## config.mk

```make
export PLATFORM = sky130hd
export DESIGN_NAME = lics_sequencer
export DESIGN_NICKNAME = d
export VERILOG_FILES = /design/src/lics_pkg.sv /design/src/lics_in_reg.sv /design/src/lics_watchdog.sv /design/src/lics_sequencer.sv
export VERILOG_INCLUDE_DIRS = /design/src
export SDC_FILE = /design/constraint.sdc
export NUM_CORES = 1
export LEC_CHECK = 0
export ABC_AREA = 1
export BUFFER_PORTS_ARGS = -buffer_cell sky130_fd_sc_hd__buf_4
export CAP_MARGIN = 20
export CORE_MARGIN = 2
export CORE_UTILIZATION = 45
export CTS_BUF_LIST = sky130_fd_sc_hd__clkbuf_8
export CTS_CLUSTER_DIAMETER = 30
export DETAILED_ROUTE_END_ITERATION = 8
export PLACE_DENSITY_LB_ADDON = 0.25
export SYNTH_ARGS = -nofsm -noshare
export SYNTH_HDL_FRONTEND = slang
export SYNTH_SLANG_ARGS = --single-unit
```

## constraint.sdc

```tcl
create_clock -name clk -period 1.7 [get_ports clk]
set_input_delay 0.34 -clock clk [delete_from_list [all_inputs] [get_ports clk]]
set_output_delay 0.34 -clock clk [all_outputs]
set_load 0.01 [all_outputs]
```

## src/lics_cfg.svh

```systemverilog
// constants of the li-ion charge cycle sequencer: offsets, field positions, reset values, timing
// assumes a single 125 mhz clock and a plain register port with word indices
//
// Notes on behaviour
// RULE_01 - start a charge when a source is present and enable is set; pull detect low
// RULE_02 - with both sources present the adapter path is taken
// RULE_03 - end-of-charge pin is pulled low as the charge begins
// RULE_04 - below trickle threshold charge with the small trickle current until threshold reached
// RULE_05 - above trickle threshold enter fast charge with resistor or usb current
// RULE_06 - near selected charge voltage (four settings) switch to constant voltage
// RULE_07 - current at ten percent level releases end-of-charge pin and enters maintenance
// RULE_08 - maintenance keeps watching battery and tops it up when it sags
// RULE_09 - maintenance lasts until enable cleared or source removed, either stops charge
// RULE_10 - trickle source only in trickle; above threshold it is off, constant current used
// RULE_11 - trickle threshold and current come from factory bits, not registers
// RULE_12 - usb input charges only at the internal usb current setting
// RULE_13 - adapter path uses usb current or resistor current per select bit
// RULE_14 - factory bits select external power device or external sense resistor
// RULE_15 - usb current field: 00 low, 01 mid, 10 high, 11 usb charge off
// RULE_16 - watchdog runs in fast charge; expiry without refresh stops the charge
// RULE_17 - inputs registered; sequencer idle and charge off in reset or when disabled
`ifndef LICS_CFG_SVH
`define LICS_CFG_SVH

// ---------------------------------------------------------------
// register word indices
// ---------------------------------------------------------------
`define LICS_OFS_CTRL_A 3'h0
`define LICS_OFS_CTRL_B 3'h1
`define LICS_OFS_STATUS 3'h2
`define LICS_OFS_IRQ_ST 3'h3
`define LICS_OFS_IRQ_MASK 3'h4

// ---------------------------------------------------------------
// field positions
// ---------------------------------------------------------------
`define LICS_A_USBI_LSB 6
`define LICS_A_SEL_BIT 5
`define LICS_A_VSEL_LSB 3
`define LICS_B_EN_BIT 0
`define LICS_B_WREF_BIT 1
`define LICS_B_WDEN_BIT 2
`define LICS_B_WPER_LSB 3
`define LICS_IRQ_START 0
`define LICS_IRQ_EOC 1
`define LICS_IRQ_WDOG 2
`define LICS_IRQ_LOST 3

// ---------------------------------------------------------------
// reset values
// ---------------------------------------------------------------
`define LICS_CTRL_A_RST 8'h00
`define LICS_EN_RST 1'b0
`define LICS_WDEN_RST 1'b1
`define LICS_WPER_RST 2'h0
`define LICS_IRQ_MASK_RST 4'h0
`define LICS_USBI_OFF 2'h3

// ---------------------------------------------------------------
// timing
// ---------------------------------------------------------------
`define LICS_CLK_HZ 125000000
`define LICS_WD_TICK_S 1
`define LICS_WD_TICK_CYCLES (`LICS_WD_TICK_S * `LICS_CLK_HZ)
`define LICS_SEC_PER_MIN 60
`define LICS_WD_MIN_0 1
`define LICS_WD_MIN_1 15
`define LICS_WD_MIN_2 30
`define LICS_WD_MIN_3 60

`endif

```

## src/lics_pkg.sv

```systemverilog
// types of the li-ion charge cycle sequencer
// assumes lics_cfg.svh is on the include path
package lics_pkg;

  // ---------------------------------------------------------------
  // sequencer phases
  // ---------------------------------------------------------------
  typedef enum logic [5:0] {
    LICS_IDLE = 6'h01,
    LICS_TRICKLE = 6'h02,
    LICS_FAST = 6'h04,
    LICS_CV = 6'h08,
    LICS_MAINT = 6'h10,
    LICS_HALT = 6'h20
  } lics_phase_t;

  // source of the fast charge current
  typedef enum logic [1:0] {
    LICS_CUR_OFF = 2'h0,
    LICS_CUR_RSET = 2'h1,
    LICS_CUR_USB = 2'h2
  } lics_cur_t;

  // ---------------------------------------------------------------
  // carriers
  // ---------------------------------------------------------------
  typedef struct packed {
    logic adapter_det;
    logic usb_det;
    logic vbat_low;
    logic vbat_cv;
    logic ichg_eoc;
    logic vbat_sag;
  } lics_sense_t;

  typedef struct packed {
    logic [1:0] trickle_v_sel;
    logic [1:0] trickle_i_sel;
    logic ext_power;
    logic ext_sense;
  } lics_otp_t;

  typedef struct packed {
    logic trickle_on;
    logic cc_on;
    logic cv_on;
    logic path_adapter;
    logic path_usb;
    lics_cur_t cur_src;
    logic [1:0] usb_current_field;
    logic [1:0] vsel;
    logic [1:0] trickle_v_sel;
    logic [1:0] trickle_i_sel;
    logic ext_drive;
    logic ext_sense;
  } lics_drive_t;

  typedef struct packed {
    logic [31:0] pre;
    logic [11:0] secs;
    logic expired;
  } lics_wd_t;

  typedef struct packed {
    lics_phase_t phase;
    logic [7:0] ctrl_a;
    logic en;
    logic wd_en;
    logic [1:0] wd_per;
    logic wd_refresh;
    logic wd_from_fast;
    logic [3:0] irq_st;
    logic [3:0] irq_mask;
    logic [7:0] rdata;
    logic pd_oe;
    logic eoc_oe;
    lics_drive_t drive;
  } lics_main_t;

endpackage : lics_pkg

```

## src/lics_in_reg.sv

```systemverilog
// input stage: registers the comparator and detection inputs
// assumes inputs are synchronous to clk
`timescale 1ns/1ps
module lics_in_reg
  import lics_pkg::*;
(
  input wire logic clk,
  input wire logic sys_rst,
  input wire lics_sense_t sense_in,
  output lics_sense_t sense_q
);

  lics_sense_t state_reg;
  lics_sense_t state_next;

  // next value is the present pin sample
  always_comb begin
    state_next = sense_in;
  end

  // sample register, cleared in reset so no source is seen
  always_ff @(posedge clk) begin
    if (sys_rst) begin
      state_reg <= '0;
    end else begin
      state_reg <= state_next; // RULE_17
    end
  end

  assign sense_q = state_reg;

endmodule : lics_in_reg

```

## src/lics_watchdog.sv

```systemverilog
// charge watchdog: counts seconds while running, pulses expired at the selected period
// assumes a one-second tick count given as a parameter
`timescale 1ns/1ps
`include "lics_cfg.svh"
module lics_watchdog
  import lics_pkg::*;
#(
  parameter int unsigned SEC_CYCLES = `LICS_WD_TICK_CYCLES
) (
  input wire logic clk,
  input wire logic sys_rst,
  input wire logic run,
  input wire logic clear,
  input wire logic [1:0] period,
  output logic expired
);

  generate
    if (SEC_CYCLES < 2) begin : g_bad_tick
      $error("lics_watchdog: SEC_CYCLES must be at least 2");
    end
  endgenerate

  // period code to seconds
  function automatic logic [11:0] limit_secs(input logic [1:0] code);
    int unsigned m;
    unique case (code)
      2'h0: m = `LICS_WD_MIN_0;
      2'h1: m = `LICS_WD_MIN_1;
      2'h2: m = `LICS_WD_MIN_2;
      2'h3: m = `LICS_WD_MIN_3;
    endcase
    return 12'(m * `LICS_SEC_PER_MIN);
  endfunction : limit_secs

  lics_wd_t state_reg;
  lics_wd_t state_next;

  // prescaler to seconds, then seconds to the period; holds when not running
  always_comb begin
    state_next = state_reg;
    state_next.expired = 1'b0;
    if (clear) begin
      state_next.pre = '0;
      state_next.secs = '0;
    end else if (run) begin
      if (state_reg.pre == 32'(SEC_CYCLES - 1)) begin
        state_next.pre = '0;
        if (state_reg.secs == limit_secs(period) - 12'h001) begin
          state_next.secs = '0;
          state_next.expired = 1'b1; // RULE_16
        end else begin
          state_next.secs = state_reg.secs + 12'h001;
        end
      end else begin
        state_next.pre = state_reg.pre + 32'h1;
      end
    end
  end

  // state register
  always_ff @(posedge clk) begin
    if (sys_rst) begin
      state_reg <= '0;
    end else begin
      state_reg <= state_next;
    end
  end

  assign expired = state_reg.expired;

endmodule : lics_watchdog

```

## src/lics_sequencer.sv

```systemverilog
// li-ion charge cycle sequencer: register port, phase machine, watchdog, interrupt
// assumes synchronous inputs, one clock, synchronous active-high reset
//
// Strobed register access and the register offsets were left to the implementer.
`timescale 1ns/1ps
`include "lics_cfg.svh"
module lics_sequencer
  import lics_pkg::*;
#(
  parameter int unsigned WD_SEC_CYCLES = `LICS_WD_TICK_CYCLES
) (
  input wire logic clk,
  input wire logic sys_rst,
  // register port
  input wire logic [2:0] reg_addr,
  input wire logic [7:0] reg_wdata,
  input wire logic reg_wr,
  input wire logic reg_rd,
  output logic [7:0] reg_rdata,
  // comparators and detectors
  input wire lics_sense_t sense,
  // factory option bits
  input wire lics_otp_t otp,
  // open-drain status pins
  output logic source_present_n_o,
  output logic source_present_n_oe,
  output logic end_of_charge_n_o,
  output logic end_of_charge_n_oe,
  // analog control and interrupt
  output lics_drive_t drive,
  output logic irq
);

  // ---------------------------------------------------------------
  // elaboration checks
  // ---------------------------------------------------------------
  generate
    if (WD_SEC_CYCLES < 2) begin : g_bad_tick
      $error("lics_sequencer: WD_SEC_CYCLES must be at least 2");
    end
  endgenerate

  // ---------------------------------------------------------------
  // helpers
  // ---------------------------------------------------------------
  // phases in which current is forced into the battery
  function automatic logic is_charging(input lics_phase_t p);
    return (p == LICS_TRICKLE) || (p == LICS_FAST) || (p == LICS_CV);
  endfunction : is_charging

  // register read multiplexer, unmapped indices read zero
  function automatic logic [7:0] read_word(input logic [2:0] a, input lics_main_t s, input lics_sense_t q);
    logic [7:0] w;
    w = 8'h00;
    unique case (a)
      `LICS_OFS_CTRL_A: w = s.ctrl_a;
      `LICS_OFS_CTRL_B: begin
        w[`LICS_B_EN_BIT] = s.en;
        w[`LICS_B_WDEN_BIT] = s.wd_en;
        w[`LICS_B_WPER_LSB +: 2] = s.wd_per;
      end
      `LICS_OFS_STATUS: w = {q.adapter_det, q.adapter_det | q.usb_det, s.phase};
      `LICS_OFS_IRQ_ST: w = {4'h0, s.irq_st};
      `LICS_OFS_IRQ_MASK: w = {4'h0, s.irq_mask};
      default: w = 8'h00;
    endcase
    return w;
  endfunction : read_word

  // ---------------------------------------------------------------
  // input stage and watchdog
  // ---------------------------------------------------------------
  lics_sense_t sense_q;
  lics_main_t state_reg;
  lics_main_t state_next;
  logic wd_run;
  logic wd_clear;
  logic wd_expired;
  logic src_present;
  logic charge_go;

  lics_in_reg u_in_reg (
    .clk(clk),
    .sys_rst(sys_rst),
    .sense_in(sense),
    .sense_q(sense_q)
  );

  // watchdog runs in fast charge and constant voltage, and in trickle only when fallen back from either
  assign wd_run = state_reg.wd_en &&
                  ((state_reg.phase == LICS_FAST) || (state_reg.phase == LICS_CV) ||
                   ((state_reg.phase == LICS_TRICKLE) && state_reg.wd_from_fast)); // RULE_16
  assign wd_clear = state_reg.wd_refresh || !src_present || (state_reg.phase == LICS_IDLE);

  lics_watchdog #(
    .SEC_CYCLES(WD_SEC_CYCLES)
  ) u_watchdog (
    .clk(clk),
    .sys_rst(sys_rst),
    .run(wd_run),
    .clear(wd_clear),
    .period(state_reg.wd_per),
    .expired(wd_expired)
  );

  // source presence on either input and the overall go condition
  assign src_present = sense_q.adapter_det | sense_q.usb_det;
  assign charge_go = src_present & state_reg.en; // RULE_01

  // ---------------------------------------------------------------
  // next state
  // ---------------------------------------------------------------
  always_comb begin
    logic [3:0] evt;
    logic adapter_path;
    lics_cur_t cur;
    logic topping;
    evt = 4'h0;
    adapter_path = 1'b0;
    cur = LICS_CUR_OFF;
    topping = 1'b0;
    state_next = state_reg;
    state_next.rdata = 8'h00;
    state_next.wd_refresh = 1'b0;

    // register writes; the refresh bit is a one-cycle strobe
    if (reg_wr) begin
      unique case (reg_addr)
        `LICS_OFS_CTRL_A: state_next.ctrl_a = reg_wdata;
        `LICS_OFS_CTRL_B: begin
          state_next.en = reg_wdata[`LICS_B_EN_BIT];
          state_next.wd_refresh = reg_wdata[`LICS_B_WREF_BIT]; // RULE_16
          state_next.wd_en = reg_wdata[`LICS_B_WDEN_BIT];
          state_next.wd_per = reg_wdata[`LICS_B_WPER_LSB +: 2];
        end
        `LICS_OFS_IRQ_ST: state_next.irq_st = state_reg.irq_st & ~reg_wdata[3:0];
        `LICS_OFS_IRQ_MASK: state_next.irq_mask = reg_wdata[3:0];
        default: ;
      endcase
    end

    // read data appear in the cycle after the read strobe
    if (reg_rd) begin
      state_next.rdata = read_word(reg_addr, state_reg, sense_q);
    end

    // charge phase machine
    unique case (state_reg.phase)
      LICS_IDLE: begin
        if (charge_go) begin
          evt[`LICS_IRQ_START] = 1'b1; // RULE_01
          state_next.wd_from_fast = 1'b0;
          if (sense_q.vbat_low) begin
            state_next.phase = LICS_TRICKLE; // RULE_04
          end else begin
            state_next.phase = LICS_FAST; // RULE_05
          end
        end
      end
      LICS_TRICKLE: begin
        if (!sense_q.vbat_low) begin
          state_next.phase = LICS_FAST; // RULE_10
        end
      end
      LICS_FAST: begin
        if (sense_q.vbat_low) begin
          state_next.phase = LICS_TRICKLE;
          state_next.wd_from_fast = 1'b1; // RULE_16
        end else if (sense_q.vbat_cv) begin
          state_next.phase = LICS_CV; // RULE_06
        end
      end
      LICS_CV: begin
        if (sense_q.vbat_low) begin
          state_next.phase = LICS_TRICKLE;
          state_next.wd_from_fast = 1'b1;
        end else if (sense_q.ichg_eoc) begin
          state_next.phase = LICS_MAINT; // RULE_07
          evt[`LICS_IRQ_EOC] = 1'b1;
        end
      end
      LICS_MAINT: ; // RULE_09
      LICS_HALT: ;
      default: state_next.phase = LICS_IDLE;
    endcase

    // watchdog expiry stops the charge until re-enabled or replugged
    if (wd_expired && is_charging(state_reg.phase)) begin
      state_next.phase = LICS_HALT; // RULE_16
      evt[`LICS_IRQ_WDOG] = 1'b1;
    end

    // enable clear or source removal stops any charge
    if (!charge_go) begin
      if (!src_present && (state_reg.phase != LICS_IDLE)) begin
        evt[`LICS_IRQ_LOST] = 1'b1;
      end
      state_next.phase = LICS_IDLE; // RULE_09
    end

    // sticky status: a new event wins over a simultaneous clear
    state_next.irq_st = state_next.irq_st | evt;

    // end-of-charge pin follows the next phase so it changes with it; detect pin follows source presence
    state_next.pd_oe = src_present; // RULE_01
    state_next.eoc_oe = is_charging(state_next.phase); // RULE_03 RULE_07

    // path: adapter wins when both are present
    adapter_path = sense_q.adapter_det; // RULE_02
    if (adapter_path && !state_reg.ctrl_a[`LICS_A_SEL_BIT]) begin
      cur = LICS_CUR_RSET; // RULE_13
    end else if (state_reg.ctrl_a[`LICS_A_USBI_LSB +: 2] == `LICS_USBI_OFF) begin
      cur = LICS_CUR_OFF; // RULE_15
    end else begin
      cur = LICS_CUR_USB; // RULE_12
    end

    // maintenance tops up at the charge voltage when the battery sags
    topping = (state_next.phase == LICS_MAINT) && sense_q.vbat_sag; // RULE_08

    // analog control word
    state_next.drive.trickle_on = (state_next.phase == LICS_TRICKLE); // RULE_10
    state_next.drive.cc_on = (state_next.phase == LICS_FAST) && (cur != LICS_CUR_OFF); // RULE_05
    state_next.drive.cv_on = (state_next.phase == LICS_CV) || topping; // RULE_06
    state_next.drive.path_adapter = (is_charging(state_next.phase) || topping) && adapter_path;
    state_next.drive.path_usb = (is_charging(state_next.phase) || topping) && !adapter_path &&
                                sense_q.usb_det; // RULE_12
    // a top-up draws from the same current source as the charge it continues
    state_next.drive.cur_src = (is_charging(state_next.phase) || topping) ? cur : LICS_CUR_OFF;
    state_next.drive.usb_current_field = state_reg.ctrl_a[`LICS_A_USBI_LSB +: 2]; // RULE_15
    state_next.drive.vsel = state_reg.ctrl_a[`LICS_A_VSEL_LSB +: 2]; // RULE_06
    state_next.drive.trickle_v_sel = otp.trickle_v_sel; // RULE_11
    state_next.drive.trickle_i_sel = otp.trickle_i_sel; // RULE_11
    state_next.drive.ext_drive = state_next.drive.path_adapter && otp.ext_power &&
                                 (cur == LICS_CUR_RSET); // RULE_14
    state_next.drive.ext_sense = otp.ext_sense; // RULE_14
  end

  // ---------------------------------------------------------------
  // state register
  // ---------------------------------------------------------------
  always_ff @(posedge clk) begin
    if (sys_rst) begin
      state_reg <= '0;
      state_reg.phase <= LICS_IDLE; // RULE_17
      state_reg.ctrl_a <= `LICS_CTRL_A_RST;
      state_reg.en <= `LICS_EN_RST;
      state_reg.wd_en <= `LICS_WDEN_RST;
      state_reg.wd_per <= `LICS_WPER_RST;
      state_reg.irq_mask <= `LICS_IRQ_MASK_RST;
    end else begin
      state_reg <= state_next;
    end
  end

  // ---------------------------------------------------------------
  // outputs
  // ---------------------------------------------------------------
  // open-drain pins only ever pull low
  assign source_present_n_o = 1'b0;
  assign source_present_n_oe = state_reg.pd_oe;
  assign end_of_charge_n_o = 1'b0;
  assign end_of_charge_n_oe = state_reg.eoc_oe;
  assign drive = state_reg.drive;
  assign reg_rdata = state_reg.rdata;
  assign irq = |(state_reg.irq_st & state_reg.irq_mask); // level interrupt

endmodule : lics_sequencer

```

# [Yosys cells after proc, flatten, opt, wreduce, memory -nomap -nowiden]
# Cells that the tools add are included.
[totals] ff_bits=106 out_inout_bits=30
[op_classes] n_reduce_logical=42 mux=36 multipliers=1 n_addsub=3 eq_ne=24 n_bitwise=12
[op_table] op="32-bit 2-to-1 mux" count=4
[op_table] op="32-bit case mux with 4 select lines" count=1
[op_table] op="6-bit 2-to-1 mux" count=7
[op_table] op="32-bit by 1-bit adder with 32-bit output (second input constant)" count=1
[op_table] op="32-bit by 27-bit == test with 1-bit output (second input constant)" count=1
[op_table] op="32-bit by 4-bit multiplier with 10-bit output (second input constant)" count=1
[op_table] op="6-bit case mux with 5 select lines" count=1
[op_table] op="3-bit case mux with 5 select lines" count=1
[op_table] op="12-bit by 1-bit adder with 12-bit output (second input constant)" count=1
[op_table] op="12-bit == test" count=1
[op_table] op="6-bit by 2-bit == test with 1-bit output (second input constant)" count=2
[op_table] op="6-bit by 3-bit == test with 1-bit output (second input constant)" count=2
[op_table] op="6-bit by 4-bit == test with 1-bit output (second input constant)" count=2
[op_table] op="6-bit by 5-bit == test with 1-bit output (second input constant)" count=2
[op_table] op="1-bit logical AND" count=12
[op_table] op="12-bit 2-to-1 mux" count=1
[op_table] op="12-bit by 1-bit subtractor with 12-bit output (second input constant)" count=1
[op_table] op="1-bit 2-to-1 mux" count=11
[op_table] op="1-bit logical OR" count=10
[op_table] op="2-bit OR reduction" count=5
[op_table] op="4-bit AND" count=2
[op_table] op="4-bit 2-to-1 mux" count=2
[op_table] op="8-bit 2-to-1 mux" count=1
[op_table] op="2-bit AND reduction" count=4
[op_table] op="other kinds (28)" count=42

# [Depth between registers and ports, before layout]
[logic_depth] word_depth=13 ltp_mapped=12

# [By module]
# Synthesis repeated with hierarchy kept, for this count alone.
[hier_totals] cells_unflattened=755 area_unflattened_um2=5311.3
[modules_own_cells] module="lics_watchdog" n_inst=1 area_per_inst_um2=2642.5 cells_per_inst=421 seq_area_each_um2=900.9
[modules_own_cells] module="lics_sequencer" n_inst=1 area_per_inst_um2=2503.7 cells_per_inst=316 seq_area_each_um2=1101.1
[modules_own_cells] module="lics_in_reg" n_inst=1 area_per_inst_um2=165.2 cells_per_inst=18 seq_area_each_um2=120.1

# [Worst setup path before layout]
# Ideal clock, no wire load.
[synth_path] path_type="register to register" from="register u_watchdog.state_reg[13] (netlist name)" to="register u_watchdog.state_reg[7] (netlist name)" path_stages_with_launch=10 path_slack_ns=-0.021 path_buffers=1 setup_ns=0.132 arrival_ns=1.588 path_cell_list="dfxtp_1 ha_1 nand3_1 nor4_2 nand3_2 nor2_8 inv_2 buf_4 nand2_1 a21oi_1"
[synth_between] elab_chain_cells=2
[synth_rtl] element="start: declaration" line_no="lics_watchdog.sv:36" rtl="lics_wd_t state_reg;"
[synth_rtl] element="start signal: assignment" line_no="lics_watchdog.sv:66" rtl="state_reg <= state_next;"
[synth_rtl] element="32-bit by 27-bit == test with 1-bit output" line_no="lics_watchdog.sv:47" rtl="if (state_reg.pre == 32'(SEC_CYCLES - 1)) begin"
[synth_rtl] element="2-bit AND reduction (no line)"
# No other way between the ends.
# A chain may end at the register's enable or synchronous reset.

# [Worst setup path after layout]
[layout_path] from="register u_watchdog.state_reg[13] (netlist name)" to="register u_watchdog.state_reg[9] (netlist name)"
# Same word-level chain as after synthesis.

==> results_tabular.tex <==
\begin{tabular}{lr}
\hline
Metric & Value \\
\hline
\multicolumn{2}{l}{\textbf{CTS}} \\
Clock Tree Buf Depth & 2 \\
CTS buffer count & 9 \\
Clock-pin transition on the worst setup and hold timing paths & $\sim$0.11 ns \\
Clock tree root buffer cell & clkbuf\_8 \\
Post-CTS Hold Buffers & 0 \\
Clock sink count & $\sim$110 \\
H-tree lvl count & 3 \\
CTS tree & built \\
Skew-Pair Late Insertion Delay & roughly 0.41 ns \\
\multicolumn{2}{l}{\textbf{Worst setup path}} \\
Setup crit end kind & register \\
Cell chain of the critical path & ha\_4 -> nand3\_4 -> nor4\_4 -> nand3\_2 -> nor2\_8 -> buf\_12 -> nand3\_1 -> a21oi\_1 \\
Worst-path fanout max & 12 \\
Library cell contributing the largest single delay on the critical path & dfxtp\_2 \\
Biggest cell delay along the critical path & about 0.37 ns \\
Arr. time, crit path & between 1.5 and 2 ns \\
Worst setup path class & register to register \\
Kind of start point of the critical path & register \\
Critical Path RT & about 2.0 ns \\
\multicolumn{2}{l}{\textbf{Routing}} \\
Residual DRC & 0 \\
Total via count in the routed design & around 5.8k \\
Detailed-route wire length & 15300 um \\
Detailed Routing Iterations Pass 1 & 5 \\
Via density & roughly 5.2 \\
Post-route antenna net violation count & 0 \\
Drt initial violations & around 440 \\
Routed wire per std cell & around 14 um \\
\multicolumn{2}{l}{\textbf{Logic synthesis}} \\
Post-synth top area share & 36.7\% \\
Fraction of the yosys area taken by sequential cells & 36.7\% \\
Post-synthesis register bit count & roughly 110 \\
Largest area contributor in the netlist & dfxtp\_1 \\
Number of synthesis warnings & 0 \\
Ys async rst share & 0\% \\
Area contributors post-synth & dfxtp\_1 37\%, nand2\_1 12\%, inv\_1 6.8\%, nor2\_1 6.5\%, nand3\_1 6.4\% \\
EDFF count, synth & 0 \\
Average cell area after synthesis & 6.72 um2 \\
Count of distinct cell types in the synthesized netlist & 42 \\
Instance count of the mapped netlist & between 800 and 900 \\
Netlist Area Pre-Place & between 5000 and 6000 um2 \\
Leading register cell type out of synthesis & dfxtp\_1 \\
\multicolumn{2}{l}{\textbf{Layout}} \\
Final design instance area without fill & 7000 um2 \\
Top library cells by usage in the layout, fill and taps aside & 177 x nand2\_1, 100 x inv\_1, 98 x buf\_4, 84 x dfxtp\_1, 83 x nor2\_1 \\
Number of flip-flops under the largest register name & between 40 and 50 \\
Syn-to-layout area delta & 21.0\% \\
\# diodes & 0 \\
Number of cells in the finished layout apart from fillers & $\sim$1.1k \\
Most common cell after layout, fill and taps aside & nand2\_1 \\
Count of nets after finishing & a little under 1k \\
Share of post-route cells with drive strength above 1 & between 20\% and 30\% \\
\multicolumn{2}{l}{\textbf{Global routing}} \\
Routing usage on met2 & between 30\% and 40\% \\
Vias in the first global route & 5167 \\
Total grt overflow & 0 \\
Global-route track usage on met3 & under 10\% \\
Pin count of the biggest net entering global routing & 33 \\
Antenna violations before repair & 0 \\
Global-route usage over all layers & between 20\% and 30\% \\
Most crowded layer after global routing & met2 \\
GR Layer Usage met1 & 30.0\% \\
Wire length of the first global-routing pass & approximately 25000 um \\
\multicolumn{2}{l}{\textbf{Place}} \\
Placed Instances & roughly 1.1k \\
Area of placed instances & approximately 6500 um2 \\
Detail Placement HPWL & between 10000 and 15000 um \\
Final RePlAce weighted congestion & 1.01 \\
Count of buffers inserted at the top-level ports & 54 \\
Dpl ws & -0.0670 ns \\
\multicolumn{2}{l}{\textbf{STA}} \\
Final setup violation count & 0 \\
Hold violation total from the final report & 0 \\
Shortest clock period the worst path allows after layout & 1.66 ns \\
Final critical-path setup slack & $\sim$0.042 ns \\
Pins over their slew limit & 0 \\
Upper clock frequency limit & $\sim$0.60 GHz \\
Setup repair after global routing missed its margin & true \\
Share of the cycle needed by the critical path after routing & 97.5\% \\
Maximum clock skew at final layout & between 0.015 and 0.02 ns \\
Setup TNS Final & 0 ns \\
\multicolumn{2}{l}{\textbf{Floorplan}} \\
Core region area & approximately 13000 um2 \\
IO Pins & 57 \\
Overall die width & 117 um \\
Initial core utilization & around 46\% \\
Die span in y & around 120 um \\
Number of rows created at floorplan & a little over 40 \\
Die ar. & 13800 um2 \\
\multicolumn{2}{l}{\textbf{Run status}} \\
Run status & finished, final reports clean \\
\multicolumn{2}{l}{\textbf{Pwr}} \\
Final total power & roughly 4.5 mW \\
Total leakage power & $\sim$2.7 nW \\
Largest vdd supply drop & 0.769 mV \\
Total power divided by cell area & 644 nW/um2 \\
\multicolumn{2}{l}{\textbf{Min path}} \\
Worst min-delay path class & primary input to register \\
\multicolumn{2}{l}{\textbf{Run}} \\
Max-Cap Viols & 0 \\
\hline
\end{tabular}
## worst paths after layout
| path | startpoint | slack (ns) | end | cells after the start |
|---|---|---|---|---|
| max | u_watchdog.state_reg[13]$_SDFFE_PP0P_ | 0.04 | u_watchdog.state_reg[9]$_SDFFE_PP0P_ | 8 |
| min reg2reg | state_reg[42]$_SDFFE_PP0P_ | 0.46 | state_reg[42]$_SDFFE_PP0P_ | 2 |
| min | sense[5] | 0.13 | u_in_reg.sense_q[5]$_SDFF_PP0_ | 3 |
| max reg2reg | u_watchdog.state_reg[13]$_SDFFE_PP0P_ | 0.04 | u_watchdog.state_reg[9]$_SDFFE_PP0P_ | 8 |
## per-stage QoR
stage | hold WS (ns) | utilization [%]
5_1_grt | 0.131 | 55.7
6_report | 0.132 | 55.7
2_1_floorplan | 0.427 | -
4_1_cts | 0.116 | 53.5
3_3_place_gp | 0.439 | 51.5
3_5_place_dp | 0.445 | 51.5
## Yosys cell counts (2+ instances only)
cell type and count:
a211oi_1 2, nor2_4 2, nand4_1 27, nor2_1 100, buf_4 30, nand2_1 182
xor2_1 14, inv_2 7, nor4_1 3, nor3_1 31, xnor2_1 2, o221ai_1 2
nand3_2 2, a21oi_1 65, o21ai_2 2, nor3b_1 2, nor3_2 2, nand2_2 2
o21ai_0 38, o21bai_1 2, dfxtp_1 106, ha_1 9, o22ai_1 10, buf_2 7
inv_1 105, nand3b_1 2, clkbuf_1 10, nand3_1 74, nor2_2 4, or2_2 5
## cell families after synthesis
logic type / after synthesis / share of synthesized area (%)
buf+inv: 162 / 12.9
flops: 106 / 36.7
other cells: 1 / 0.0648
simple gates: 441 / 34.1
compound gates: 126 / 11.8
fa+ha+maj: 9 / 1.95
xor+xnor: 16 / 2.42
## report_power, final
group	internal (mW)	switching, mW	leakage (nW)	total [mW]
Clock	0.751	0.948	0.108	1.70
Combinational	0.115	0.156	1.73	0.272
Sequential	2.52	0.0180	0.869	2.53
Total	3.38	1.12	2.71	4.50
## timing repair
action	in CTS	in global routing
gates resized for setup	7	84
endpoints found under the setup margin	23	52
pin swaps	0	13
buffers inserted	0	4
gates cloned	0	0
## worst max-delay path, delay by kind of cell (launching register included)
family,cells,cell delay (ns)
adders and majority gates,1,0.15
DFF,1,0.37
AOI/OAI and AO/OA,1,0.12
buffers and inverters,1,0.14
and+or+nand+nor,5,0.80
## metal layers
layer	wire length, um	vias to the layer above
met5	0	-
li1	-	2908
met2	7010	198
met3	986	24
met1	7000	2648
met4	330	0
## cell type report
| class | count | area [um2] |
|---|---|---|
| clock buffer | 10 | 138 |
| clock inverter | 6 | 82.6 |
| fill | 1203 | 5570 |
| inverter | 112 | 423 |
| multi-input combinational | 594 | 3150 |
| sequential | 106 | 2150 |
| tap | 172 | 215 |
| timing repair buffer | 105 | 841 |
No activity file was read; power rests on OpenSTA's default activity.
